--- src/hdl/dars_pkg.sv ---
// constants and types shared by the dram access/refresh sequencer
// assumes one 125 MHz system clock; all pins are synchronous to it
package dars_pkg;

  // ****************************************************************
  // widths and counts
  // ****************************************************************
  localparam int          ADDR_W    = 10;      // row, column and q width
  localparam int          BANKS     = 4;       // one row strobe per bank
  localparam int          BANK_W    = 2;       // bank select width
  localparam int          REF_W     = 9;       // refresh counter width
  localparam logic [8:0]  REF_MAX   = 9'h1ff;  // last count before wrap
  localparam logic [2:0]  FR_ON     = 3'h2;    // gen clock fall: strobes low
  localparam logic [2:0]  FR_OFF    = 3'h4;    // gen clock fall: strobes high

  // ****************************************************************
  // timing, in ns and derived cycles (least times round up)
  // ****************************************************************
  localparam int CLK_NS      = 8;   // 125 MHz
  localparam int HOLD_HI_NS  = 15;  // row hold with hold select high
  localparam int HOLD_LO_NS  = 8;   // row hold with hold select low
  localparam int COL_DLY_NS  = 8;   // column address to column strobe
  localparam int HOLD_HI_CYC = (HOLD_HI_NS + CLK_NS - 1) / CLK_NS;
  localparam int HOLD_LO_CYC = (HOLD_LO_NS + CLK_NS - 1) / CLK_NS;
  localparam int COL_DLY_CYC = (COL_DLY_NS + CLK_NS - 1) / CLK_NS;

  // ****************************************************************
  // types
  // ****************************************************************
  // order follows the two mode pins {hi, lo}
  typedef enum logic [1:0] {
    MD_EXT_REF, MD_FORCED, MD_EXT_ACC, MD_AUTO_ACC
  } dars_mode_t;

  // automatic access sequencer
  typedef enum logic [2:0] {
    AA_IDLE, AA_HOLD, AA_COL, AA_CAS, AA_HREF
  } dars_aa_t;

  // everything that goes to the dram array
  typedef struct packed {
    logic [BANKS-1:0]  ras_n;  // per-bank row strobes
    logic              cas_n;  // column strobe
    logic              we_n;   // write enable
    logic [ADDR_W-1:0] addr;   // multiplexed address
  } dars_dram_t;

endpackage : dars_pkg

--- src/hdl/dars_sequencer.sv ---
// dram access and refresh sequencer: four modes, hidden/forced refresh
// assumes all inputs synchronous to mclk_in; the request pin is
// open-drain, its wire level returned on refresh_request_io_in
`timescale 1ns/1ns
`default_nettype none

module dars_sequencer #(
  parameter int unsigned HOLD_HI_CYC = dars_pkg::HOLD_HI_CYC,  // row hold, select high
  parameter int unsigned HOLD_LO_CYC = dars_pkg::HOLD_LO_CYC,  // row hold, select low
  parameter int unsigned COL_DLY_CYC = dars_pkg::COL_DLY_CYC   // column to strobe
) (
  input  wire logic                          mclk_in,
  input  wire logic                          rst_in,
  input  wire logic                          mode_sel_hi_in,
  input  wire logic                          mode_sel_lo_in,
  input  wire logic                          row_strobe_n_in,
  input  wire logic                          col_strobe_n_in,
  input  wire logic                          write_enable_n_in,
  input  wire logic                          row_col_sel_in,
  input  wire logic                          refresh_period_clock_in,
  input  wire logic                          refresh_strobe_gen_clock_in,
  input  wire logic                          chip_sel_n_in,
  input  wire logic                          row_hold_select_in,
  input  wire logic                          address_latch_strobe_in,
  input  wire logic [dars_pkg::ADDR_W-1:0]   row_addr_in,
  input  wire logic [dars_pkg::ADDR_W-1:0]   col_addr_in,
  input  wire logic                          bank_sel_lo_in,
  input  wire logic                          bank_sel_hi_in,
  input  wire logic                          refresh_request_io_in,
  output logic                               refresh_request_io_out,
  output logic                               refresh_request_io_oe_n_out,
  output var dars_pkg::dars_dram_t           dram_out
);
  import dars_pkg::*;

  // ****************************************************************
  // parameter checks
  // ****************************************************************
  // the delay counter is four bits and a zero count would wrap to 15
  if (HOLD_HI_CYC < 1 || HOLD_HI_CYC > 15 || HOLD_LO_CYC < 1 ||
      HOLD_LO_CYC > 15 || COL_DLY_CYC < 1 || COL_DLY_CYC > 15) begin : g_bad
    $error("dars_sequencer: delay counts must be 1..15");
  end

  // ****************************************************************
  // state
  // ****************************************************************
  dars_mode_t          mode;          // decoded mode pins
  dars_mode_t          mode_r;        // mode one cycle ago
  logic                row_strobe_in_r;       // previous row strobe input
  logic                refresh_period_clock_r;        // previous period clock
  logic                refresh_strobe_gen_clock_r;        // previous generator clock
  logic                rcsel_d_r;     // previous row/column select
  logic [ADDR_W-1:0]   row_lat_r;     // row address latch
  logic [ADDR_W-1:0]   col_lat_r;     // column address latch
  logic [BANK_W-1:0]   bank_lat_r;    // bank latch
  logic [REF_W-1:0]    refr_cnt_r;    // refresh row counter
  logic                refreshed_r;   // refresh seen this period
  logic                refresh_request_r; // request pending
  logic                f1_ext_r;      // forced mode acts as external
  logic [2:0]          fr_cnt_r;      // generator falls since entry
  dars_aa_t            aa_r;          // auto access state
  dars_aa_t            aa_nxt;
  logic [3:0]          cnt_r;         // auto access delay count
  logic [3:0]          cnt_nxt;
  dars_dram_t          dram_r;        // registered dram outputs
  dars_dram_t          dram_nxt;

  // ****************************************************************
  // decode
  // ****************************************************************
  assign mode = dars_mode_t'({mode_sel_hi_in, mode_sel_lo_in});

  wire m_ext_ref = (mode == MD_EXT_REF);
  wire m_forced  = (mode == MD_FORCED);
  wire m_ext_acc = (mode == MD_EXT_ACC);
  wire m_auto    = (mode == MD_AUTO_ACC);

  // edges of the sampled strobes and clocks
  wire row_strobe_in_fall = row_strobe_in_r & ~row_strobe_n_in;
  wire row_strobe_in_rise = ~row_strobe_in_r & row_strobe_n_in;
  wire refresh_period_clock_fall  = refresh_period_clock_r & ~refresh_period_clock_in;
  wire refresh_strobe_gen_clock_fall  = refresh_strobe_gen_clock_r & ~refresh_strobe_gen_clock_in;

  // fall-through latches: transparent while the strobe is high
  wire [ADDR_W-1:0] row_eff  = address_latch_strobe_in ? row_addr_in : row_lat_r;
  wire [ADDR_W-1:0] col_eff  = address_latch_strobe_in ? col_addr_in : col_lat_r;
  wire [BANK_W-1:0] bank_eff = address_latch_strobe_in ?
                               {bank_sel_hi_in, bank_sel_lo_in} : bank_lat_r;

  // forced mode entered with period clock high behaves as external refresh
  wire f1_entry = m_forced & (mode_r != MD_FORCED);
  wire f1_ext   = m_forced & (f1_entry ? refresh_period_clock_in : f1_ext_r);
  wire ext_ref  = m_ext_ref | f1_ext;
  wire forced   = m_forced & ~f1_ext;
  wire fr_low   = forced & (fr_cnt_r >= FR_ON) & (fr_cnt_r < FR_OFF);

  // hidden refresh window: deselected, period clock high, none yet
  wire hid_win = m_auto & chip_sel_n_in & refresh_period_clock_in &
                 ~refreshed_r;
  wire in_href = (aa_r == AA_HREF);
  wire href_on = in_href | (hid_win & (aa_r == AA_IDLE));
  wire ref_on  = ext_ref | forced | href_on;
  wire aa_col  = (aa_r == AA_COL) | (aa_r == AA_CAS);
  wire aa_busy = (aa_r == AA_HOLD) | aa_col;

  // refresh completions, each advancing the counter once
  wire ext_done  = ext_ref & row_strobe_in_rise;
  wire href_done = in_href & row_strobe_n_in;
  wire fr_done   = forced & refresh_strobe_gen_clock_fall & (fr_cnt_r == FR_OFF - 3'h1);
  wire fr_abort  = ~forced & (fr_cnt_r >= FR_ON) & (fr_cnt_r < FR_OFF);
  wire inc       = ext_done | href_done | fr_done | fr_abort;
  // our own drive hides an external pull, so only sample when idle
  wire ext_clr   = ~refresh_request_io_in & ~refresh_request_r;

  // request set on the falling period clock unless refreshed
  wire req_set = refresh_period_clock_fall & ~refreshed_r & ~in_href & ~inc;
  wire fr_on_evt = forced & refresh_strobe_gen_clock_fall & (fr_cnt_r == FR_ON - 3'h1);
  wire req_clr = m_ext_ref | fr_on_evt;

  // one row strobe per bank, gated by the selected bank
  logic [BANKS-1:0] bank_ras_n;
  for (genvar b = 0; b < BANKS; b++) begin : g_bank
    assign bank_ras_n[b] = ~((bank_eff == BANK_W'(b)) & ~row_strobe_n_in);
  end

  // ****************************************************************
  // automatic access sequencer
  // ****************************************************************
  // row strobe fall starts an access or, in the window, a refresh
  always_comb begin
    aa_nxt  = aa_r;
    cnt_nxt = cnt_r;
    unique case (aa_r)
      AA_IDLE: begin
        if (m_auto & row_strobe_in_fall & hid_win) begin
          aa_nxt = AA_HREF;
        end else if (m_auto & row_strobe_in_fall & ~chip_sel_n_in) begin
          aa_nxt  = AA_HOLD;
          cnt_nxt = row_hold_select_in ? 4'(HOLD_HI_CYC) : 4'(HOLD_LO_CYC);
        end
      end
      AA_HOLD: begin
        if (row_strobe_n_in | ~m_auto) begin
          aa_nxt = AA_IDLE;
        end else if (cnt_r == 4'h1) begin
          aa_nxt  = AA_COL;
          cnt_nxt = 4'(COL_DLY_CYC);
        end else begin
          cnt_nxt = cnt_r - 4'h1;
        end
      end
      AA_COL: begin
        if (row_strobe_n_in | ~m_auto) begin
          aa_nxt = AA_IDLE;
        end else if (cnt_r == 4'h1) begin
          aa_nxt = AA_CAS;
        end else begin
          cnt_nxt = cnt_r - 4'h1;
        end
      end
      AA_CAS: begin
        if (row_strobe_n_in | ~m_auto) begin
          aa_nxt = AA_IDLE;
        end
      end
      // runs to the strobe rise whatever the period clock does
      AA_HREF: begin
        if (row_strobe_n_in) begin
          aa_nxt = AA_IDLE;
        end
      end
      default: aa_nxt = AA_IDLE; // three-bit code has spare values
    endcase
  end

  // ****************************************************************
  // dram output selection
  // ****************************************************************
  always_comb begin
    dram_nxt.we_n = write_enable_n_in;
    // address: counter, select pin, or sequencer phase
    if (ref_on) begin
      dram_nxt.addr = {1'b0, refr_cnt_r};
    end else if (m_ext_acc) begin
      dram_nxt.addr = row_col_sel_in ? row_eff : col_eff;
    end else begin
      dram_nxt.addr = aa_col ? col_eff : row_eff;
    end
    // row strobes: all follow the input in external or hidden refresh, all from the generator count in forced, one bank in access
    if (ext_ref | href_on) begin
      dram_nxt.ras_n = {BANKS{row_strobe_n_in}};
    end else if (forced) begin
      dram_nxt.ras_n = {BANKS{~fr_low}};
    end else if (m_ext_acc | (m_auto & (~chip_sel_n_in | aa_busy))) begin
      dram_nxt.ras_n = bank_ras_n;
    end else begin
      dram_nxt.ras_n = {BANKS{1'b1}};
    end
    // column strobe: held off while the row address is out
    if (m_ext_acc) begin
      // one cycle after the switch gives column address setup
      dram_nxt.cas_n = row_col_sel_in | rcsel_d_r | col_strobe_n_in;
    end else begin
      dram_nxt.cas_n = ~(m_auto & (aa_r == AA_CAS) & ~row_strobe_n_in);
    end
  end

  // ****************************************************************
  // registers
  // ****************************************************************
  // sampled inputs and edge history
  always_ff @(posedge mclk_in) begin
    if (rst_in) begin
      mode_r    <= MD_EXT_REF;
      row_strobe_in_r   <= 1'b1;
      refresh_period_clock_r    <= 1'b0;
      refresh_strobe_gen_clock_r    <= 1'b0;
      rcsel_d_r <= 1'b1;
    end else begin
      mode_r    <= mode;
      row_strobe_in_r   <= row_strobe_n_in;
      refresh_period_clock_r    <= refresh_period_clock_in;
      refresh_strobe_gen_clock_r    <= refresh_strobe_gen_clock_in;
      rcsel_d_r <= row_col_sel_in;
    end
  end

  // address latches close when the latch strobe is low
  always_ff @(posedge mclk_in) begin
    if (rst_in) begin
      row_lat_r  <= '0;
      col_lat_r  <= '0;
      bank_lat_r <= '0;
    end else if (address_latch_strobe_in) begin
      row_lat_r  <= row_addr_in;
      col_lat_r  <= col_addr_in;
      bank_lat_r <= {bank_sel_hi_in, bank_sel_lo_in};
    end
  end

  // refresh counter: external clear beats an increment
  always_ff @(posedge mclk_in) begin
    if (rst_in | ext_clr) begin
      refr_cnt_r <= '0;
    end else if (inc) begin
      refr_cnt_r <= (refr_cnt_r == REF_MAX) ? '0 : refr_cnt_r + 9'h001;
    end
  end

  // period bookkeeping and the request flag; set wins over clear
  always_ff @(posedge mclk_in) begin
    if (rst_in) begin
      refreshed_r       <= 1'b0;
      refresh_request_r <= 1'b0;
    end else begin
      // a hidden refresh that spans the fall belongs to the period it started in,
      // so finishing it with the period clock low must not hide the next request
      refreshed_r       <= refresh_period_clock_fall ? 1'b0 :
                           (refreshed_r | (inc & refresh_period_clock_in));
      refresh_request_r <= req_set | (refresh_request_r & ~req_clr);
    end
  end

  // forced refresh: count generator falls while forced
  always_ff @(posedge mclk_in) begin
    if (rst_in) begin
      f1_ext_r <= 1'b0;
      fr_cnt_r <= 3'h0;
    end else begin
      f1_ext_r <= f1_ext;
      if (~forced) begin
        fr_cnt_r <= 3'h0;
      end else if (refresh_strobe_gen_clock_fall & (fr_cnt_r < FR_OFF)) begin
        fr_cnt_r <= fr_cnt_r + 3'h1;
      end
    end
  end

  // sequencer and outputs
  always_ff @(posedge mclk_in) begin
    if (rst_in) begin
      aa_r   <= AA_IDLE;
      cnt_r  <= 4'h0;
      dram_r <= '{ras_n: '1, cas_n: 1'b1, we_n: 1'b1, addr: '0};
    end else begin
      aa_r   <= aa_nxt;
      cnt_r  <= cnt_nxt;
      dram_r <= dram_nxt;
    end
  end

  // open-drain request: drive low only while pending
  assign refresh_request_io_out      = 1'b0;
  assign refresh_request_io_oe_n_out = ~refresh_request_r;
  assign dram_out                    = dram_r;
endmodule : dars_sequencer

`default_nettype wire

--- config.mk ---
export PLATFORM = sky130hd
export DESIGN_NAME = dars_sequencer
export DESIGN_NICKNAME = d
export VERILOG_FILES = /design/src/hdl/dars_pkg.sv /design/src/hdl/dars_sequencer.sv
export SDC_FILE = /design/constraint.sdc
export NUM_CORES = 1
export LEC_CHECK = 0
export BUFFER_PORTS_ARGS = -buffer_cell sky130_fd_sc_hd__buf_2
export CAP_MARGIN = 20
export CORE_UTILIZATION = 63
export CTS_BUF_LIST = sky130_fd_sc_hd__clkbuf_4 sky130_fd_sc_hd__clkbuf_8
export DETAILED_ROUTE_END_ITERATION = 8
export MAX_ROUTING_LAYER = met4
export PLACE_DENSITY = 0.88
export SLEW_MARGIN = 20
export SYNTH_ARGS = -nofsm -noshare
export SYNTH_HDL_FRONTEND = slang
export SYNTH_SLANG_ARGS = --single-unit
--- constraint.sdc ---
create_clock -name mclk_in -period 3.29 [get_ports mclk_in]
set_input_delay 0 -clock mclk_in [delete_from_list [all_inputs] [get_ports mclk_in]]
set_output_delay 0 -clock mclk_in [all_outputs]
set_load 0.005 [all_outputs]
==> summary.md <==
| Metric | Value |
|---|---|
| Final weighted congestion in routability-driven placement | `0.8709` |
| Largest net degree at the start of global routing | `46` |
| Die Y-Extent | `about 74 um` |
| Initial Utilization | `about two thirds` |
| Total routed wirelength | `between 9000 and 10,000 um` |
| Hold Fails Final Rpt | `0` |
| Post-route standard cell area excluding fillers | `approximately 0.0040 mm^2` |
| Clock sink count | `66` |
| Static Leakage | `1.664 nW` |
| Syn Inst Count | `around 340` |
| Mapped Nets | `380` |
| Critical-path top delay cell | `sky130_fd_sc_hd__dfxtp_1` |
| Detailed router's first-iteration violation count | `between 200 and 250` |
| Portion of the post-synthesis area used by sequential elements | `about two fifths` |
| Power density of the placed cells | `approximately 470 mW/mm^2` |
| Top cell types by occurrence after synthesis | `66 x sky130_fd_sc_hd__dfxtp_1, 49 x sky130_fd_sc_hd__nor2_1, 23 x sky130_fd_sc_hd__mux2i_1` |
| Count of synthesis-stage warnings from yosys | `0` |
| Post-detailed-route via-to-cell ratio | `roughly 6.4` |
| Highest clock frequency the design can meet | `461.2 MHz` |
| Vias in the first global route | `around 3,000` |
| Antenna cells | `0` |
| Reg-to-reg endpoint | `dram_out[2]$_SDFF_PP0_` |
| Top area cells in the synthesized netlist | `sky130_fd_sc_hd__dfxtp_1 41%, sky130_fd_sc_hd__mux2i_1 7.1%, sky130_fd_sc_hd__nor2_1 5.7%` |
| Synth cell types | `between 60 and 70` |
| Critical Path End Type | `flop` |
| Top-count cell post-synth | `sky130_fd_sc_hd__dfxtp_1` |
| Remaining design rule violation count | `0` |
| Setup TNS | `0 ns` |
| Global-route wire length before repair | `between 10,000 and 15,000 um` |
| Slowest Stage Delay on Critical Path | `about 0.6 ns` |
| # IOs | `between 50 and 60` |
| Status | `completed` |
| Clock period minus worst slack | `around 2.2 ns` |
| Worst skew pair latency | `0.36 ns` |
| Slew headroom | `between 40% and 50%` |
| Synthesized flop and latch total | `66` |
| Worst-path maximum fanout | `14` |
| Synthesized area per cell | `between 9 and 10 um^2` |
| Critical path cell sequence | `nor2b_1, nand2_2, o21ai_4, mux4_2, a22o_1` |
| Total core area | `~0.0048 mm^2` |
| Core occupancy in the finished layout | `just over 80%` |
| Hold EP | `refresh_request_r$_SDFF_PP0_` |
| Overall Global Routing Usage | `a little under two fifths` |
| Root buf cell | `sky130_fd_sc_hd__clkbuf_8` |
| Total Die Area | `~0.0054 mm^2` |
| Data required, critical path | `around 3.5 ns` |
| Worst hold slack after final layout | `~0.0063 ns` |
| Max-slew violations | `0` |
| Clock slew at the register clock pins of the worst setup and hold paths | `0.08 ns` |
| Path category of the worst min-delay check | `in -> reg` |
| Estimated wirelength of the detail-placed design | `5214 um` |
| Worst reg-to-reg setup slack | `between 1 and 1.5 ns` |
| Relative area change from synthesis to final layout | `22.33%` |
| Critical register-to-register path startpoint | `aa_r[1]$_SDFFE_PP0P_` |
| Cell taking the most area after synthesis | `sky130_fd_sc_hd__dfxtp_1` |
| First-pass detailed-route iteration total | `7` |
| CTS Buffer Depth | `2` |
| Post-layout nets | `450` |
| Cts-stage hold buffer count | `26` |
| Worst Skew | `between 0.01 and 0.015 ns` |
| Origin of the worst min-delay path | `refresh_period_clock_in` |
| Resize count post-CTS | `0` |
| Count of max-cap constraint violations | `0` |
| Wirelength per Cell | `19.27 um` |
| IR Drop Worst-Case VDD | `about 0.00033 V` |
| Total area of multi-input combinational cells | `around 0.0018 mm^2` |
| Fill cell instance count of the final layout | `293` |
| Number of antenna violations at the first check in global routing | `0` |
| Cell Area, Synth | `approximately 0.0032 mm^2` |
| Worst Path Class, Setup | `reg -> reg` |
| Worst Hold Path Cells | `4` |
| Number of setup violations in the final report | `0` |
| DR vias | `roughly 3,000` |
| Share of final-layout standard cells stronger than drive strength 1 | `about 22%` |
| Cells on worst reg2reg path | `5` |
| Post-detailed-placement cell area | `0.003485 mm^2` |
| Kind of start point of the critical path | `flop` |
| Port Buffers | `52` |
| H-tree levels | `3` |
| Number of nets still failing antenna checks after routing | `0` |
| TritonCTS clock tree | `built` |
| Gr ovfl total | `0` |
| Slew at the pin with the worst max-slew slack | `roughly 0.88 ns` |
| Total power of the final layout | `roughly 1.8 mW` |
| Most used DFF post-synth | `sky130_fd_sc_hd__dfxtp_1` |
| Final critical-path share of the clock period | `between 60% and 70%` |
| Number of buffers added by the clock tree synthesis step | `9` |
| Cell row count | `25` |
| Crit path DAT | `between 2 and 2.5 ns` |
| Async S/R FF share, synth | `0%` |
| Die Span X | `~74 um` |
| EDFF count, synth | `0` |
| Area share of the leading cell type in the synthesized netlist | `between 40% and 50%` |
| Seq. cell area | `around 0.0013 mm^2` |
| Setup repair after global routing missed its margin | `false` |
| Number of buffers added for setup after CTS | `0` |
-- placed cells by master, fill, tap and decap left out, types with 4 or more instances in the layout --
cell type and count:
sky130_fd_sc_hd__nor4_1 4, sky130_fd_sc_hd__ha_1 7, sky130_fd_sc_hd__nand2_1 14, sky130_fd_sc_hd__clkbuf_8 10
sky130_fd_sc_hd__a211oi_1 4, sky130_fd_sc_hd__a21oi_1 13, sky130_fd_sc_hd__and2_1 4, sky130_fd_sc_hd__mux4_2 7
sky130_fd_sc_hd__nor2_1 49, sky130_fd_sc_hd__buf_2 52, sky130_fd_sc_hd__a22o_1 10, sky130_fd_sc_hd__nor2b_1 4
sky130_fd_sc_hd__or2_2 6, sky130_fd_sc_hd__dlygate4sd3_1 26, sky130_fd_sc_hd__nand2b_1 8, sky130_fd_sc_hd__a32o_1 4
sky130_fd_sc_hd__nand3_1 9, sky130_fd_sc_hd__inv_1 12, sky130_fd_sc_hd__dfxtp_1 66, sky130_fd_sc_hd__o22ai_1 4
sky130_fd_sc_hd__o21ai_0 13, sky130_fd_sc_hd__mux2i_1 23
-- power by group --
| group | switching [mW] | total (mW) | internal (mW) |
|---|---|---|---|
| Combinational | 0.119 | 0.226 | 0.108 |
| Clock | 0.322 | 0.764 | 0.442 |
| Sequential | 0.0207 | 0.853 | 0.832 |
| Total | 0.461 | 1.84 | 1.38 |
-- stage by stage --
stage / setup slack (ns) / instances
final: 1.122 / 478
after global routing: 1.038 / 478
after CTS: 1.232 / 478
after detailed placement: 1.258 / 437
after global placement: 1.313 / 437
after floorplan: 1.492 / 337
-- flip-flops by register name, summed over array words and instances, names as in the netlist --
signal	cells
bank_lat_r	2
row_strobe_in_r	1
mode_r	2
refresh_period_clock_r	1
dram_out	16
col_lat_r	10
refresh_request_r	1
rcsel_d_r	1
f1_ext_r	1
cnt_r	4
refr_cnt_r	9
fr_cnt_r	3
refresh_strobe_gen_clock_r	1
row_lat_r	10
refreshed_r	1
aa_r	3
-- metal layers --
metal | part of all wire, % | GRT usage [%] | vias to the layer above
met2 | 51 | 61.37 | 192
met1 | 36 | 40.58 | 1426
met4 | 5.0 | 25.00 | 0
met3 | 9.0 | 8.916 | 50
li1 | - | - | 1377
met5 | 0 | - | -
-- kinds of logic (layout without fill, tap and decap cells) --
family                     Yosys count  after routing  synth area share (%)
other                                1              1                0.1158
xor gates and xnor gates             2              2                0.5411
buffers and inverters               31            105                 4.404
DFF                                 66             66                 40.80
and+or+nand+nor                    119            119                 18.97
adders and majority gates            7              7                 2.705
muxes                               34             34                 14.76
AOI/OAI and AO/OA                   77             77                 17.70
-- cell type report --
class / count / share of cell area (%)
multi-input combinational: 240 / 44.79
sequential: 66 / 33.35
timing repair buffer: 78 / 13.14
clock buffer: 10 / 3.474
tap: 67 / 2.116
clock inverter: 5 / 1.990
inverter: 12 / 1.137
-- how the worst max path moves through the flow --
stage,end,from,depth (start not counted)
final,dram_out[2]$_SDFF_PP0_,aa_r[1]$_SDFFE_PP0P_,5
after detailed placement,dram_out[9]$_SDFF_PP0_,aa_r[1]$_SDFFE_PP0P_,5
after floorplan,refr_cnt_r[4]$_SDFFE_PP0N_,refr_cnt_r[0]$_SDFFE_PP0N_,8
after CTS,dram_out[0]$_SDFF_PP0_,aa_r[1]$_SDFFE_PP0P_,5
after global placement,dram_out[9]$_SDFF_PP0_,aa_r[1]$_SDFFE_PP0P_,5
after global routing,dram_out[9]$_SDFF_PP0_,aa_r[1]$_SDFFE_PP0P_,5
-- worst max-delay path, delay by kind of cell (launching register included) --
| kind | cells | cell delay, ns |
|---|---|---|
| flip-flops | 1 | 0.60 |
| multiplexers | 1 | 0.60 |
| AND/OR/NAND/NOR | 2 | 0.46 |
| AO/OA/AOI/OAI | 2 | 0.42 |
(Power assumes the default switching activity.)
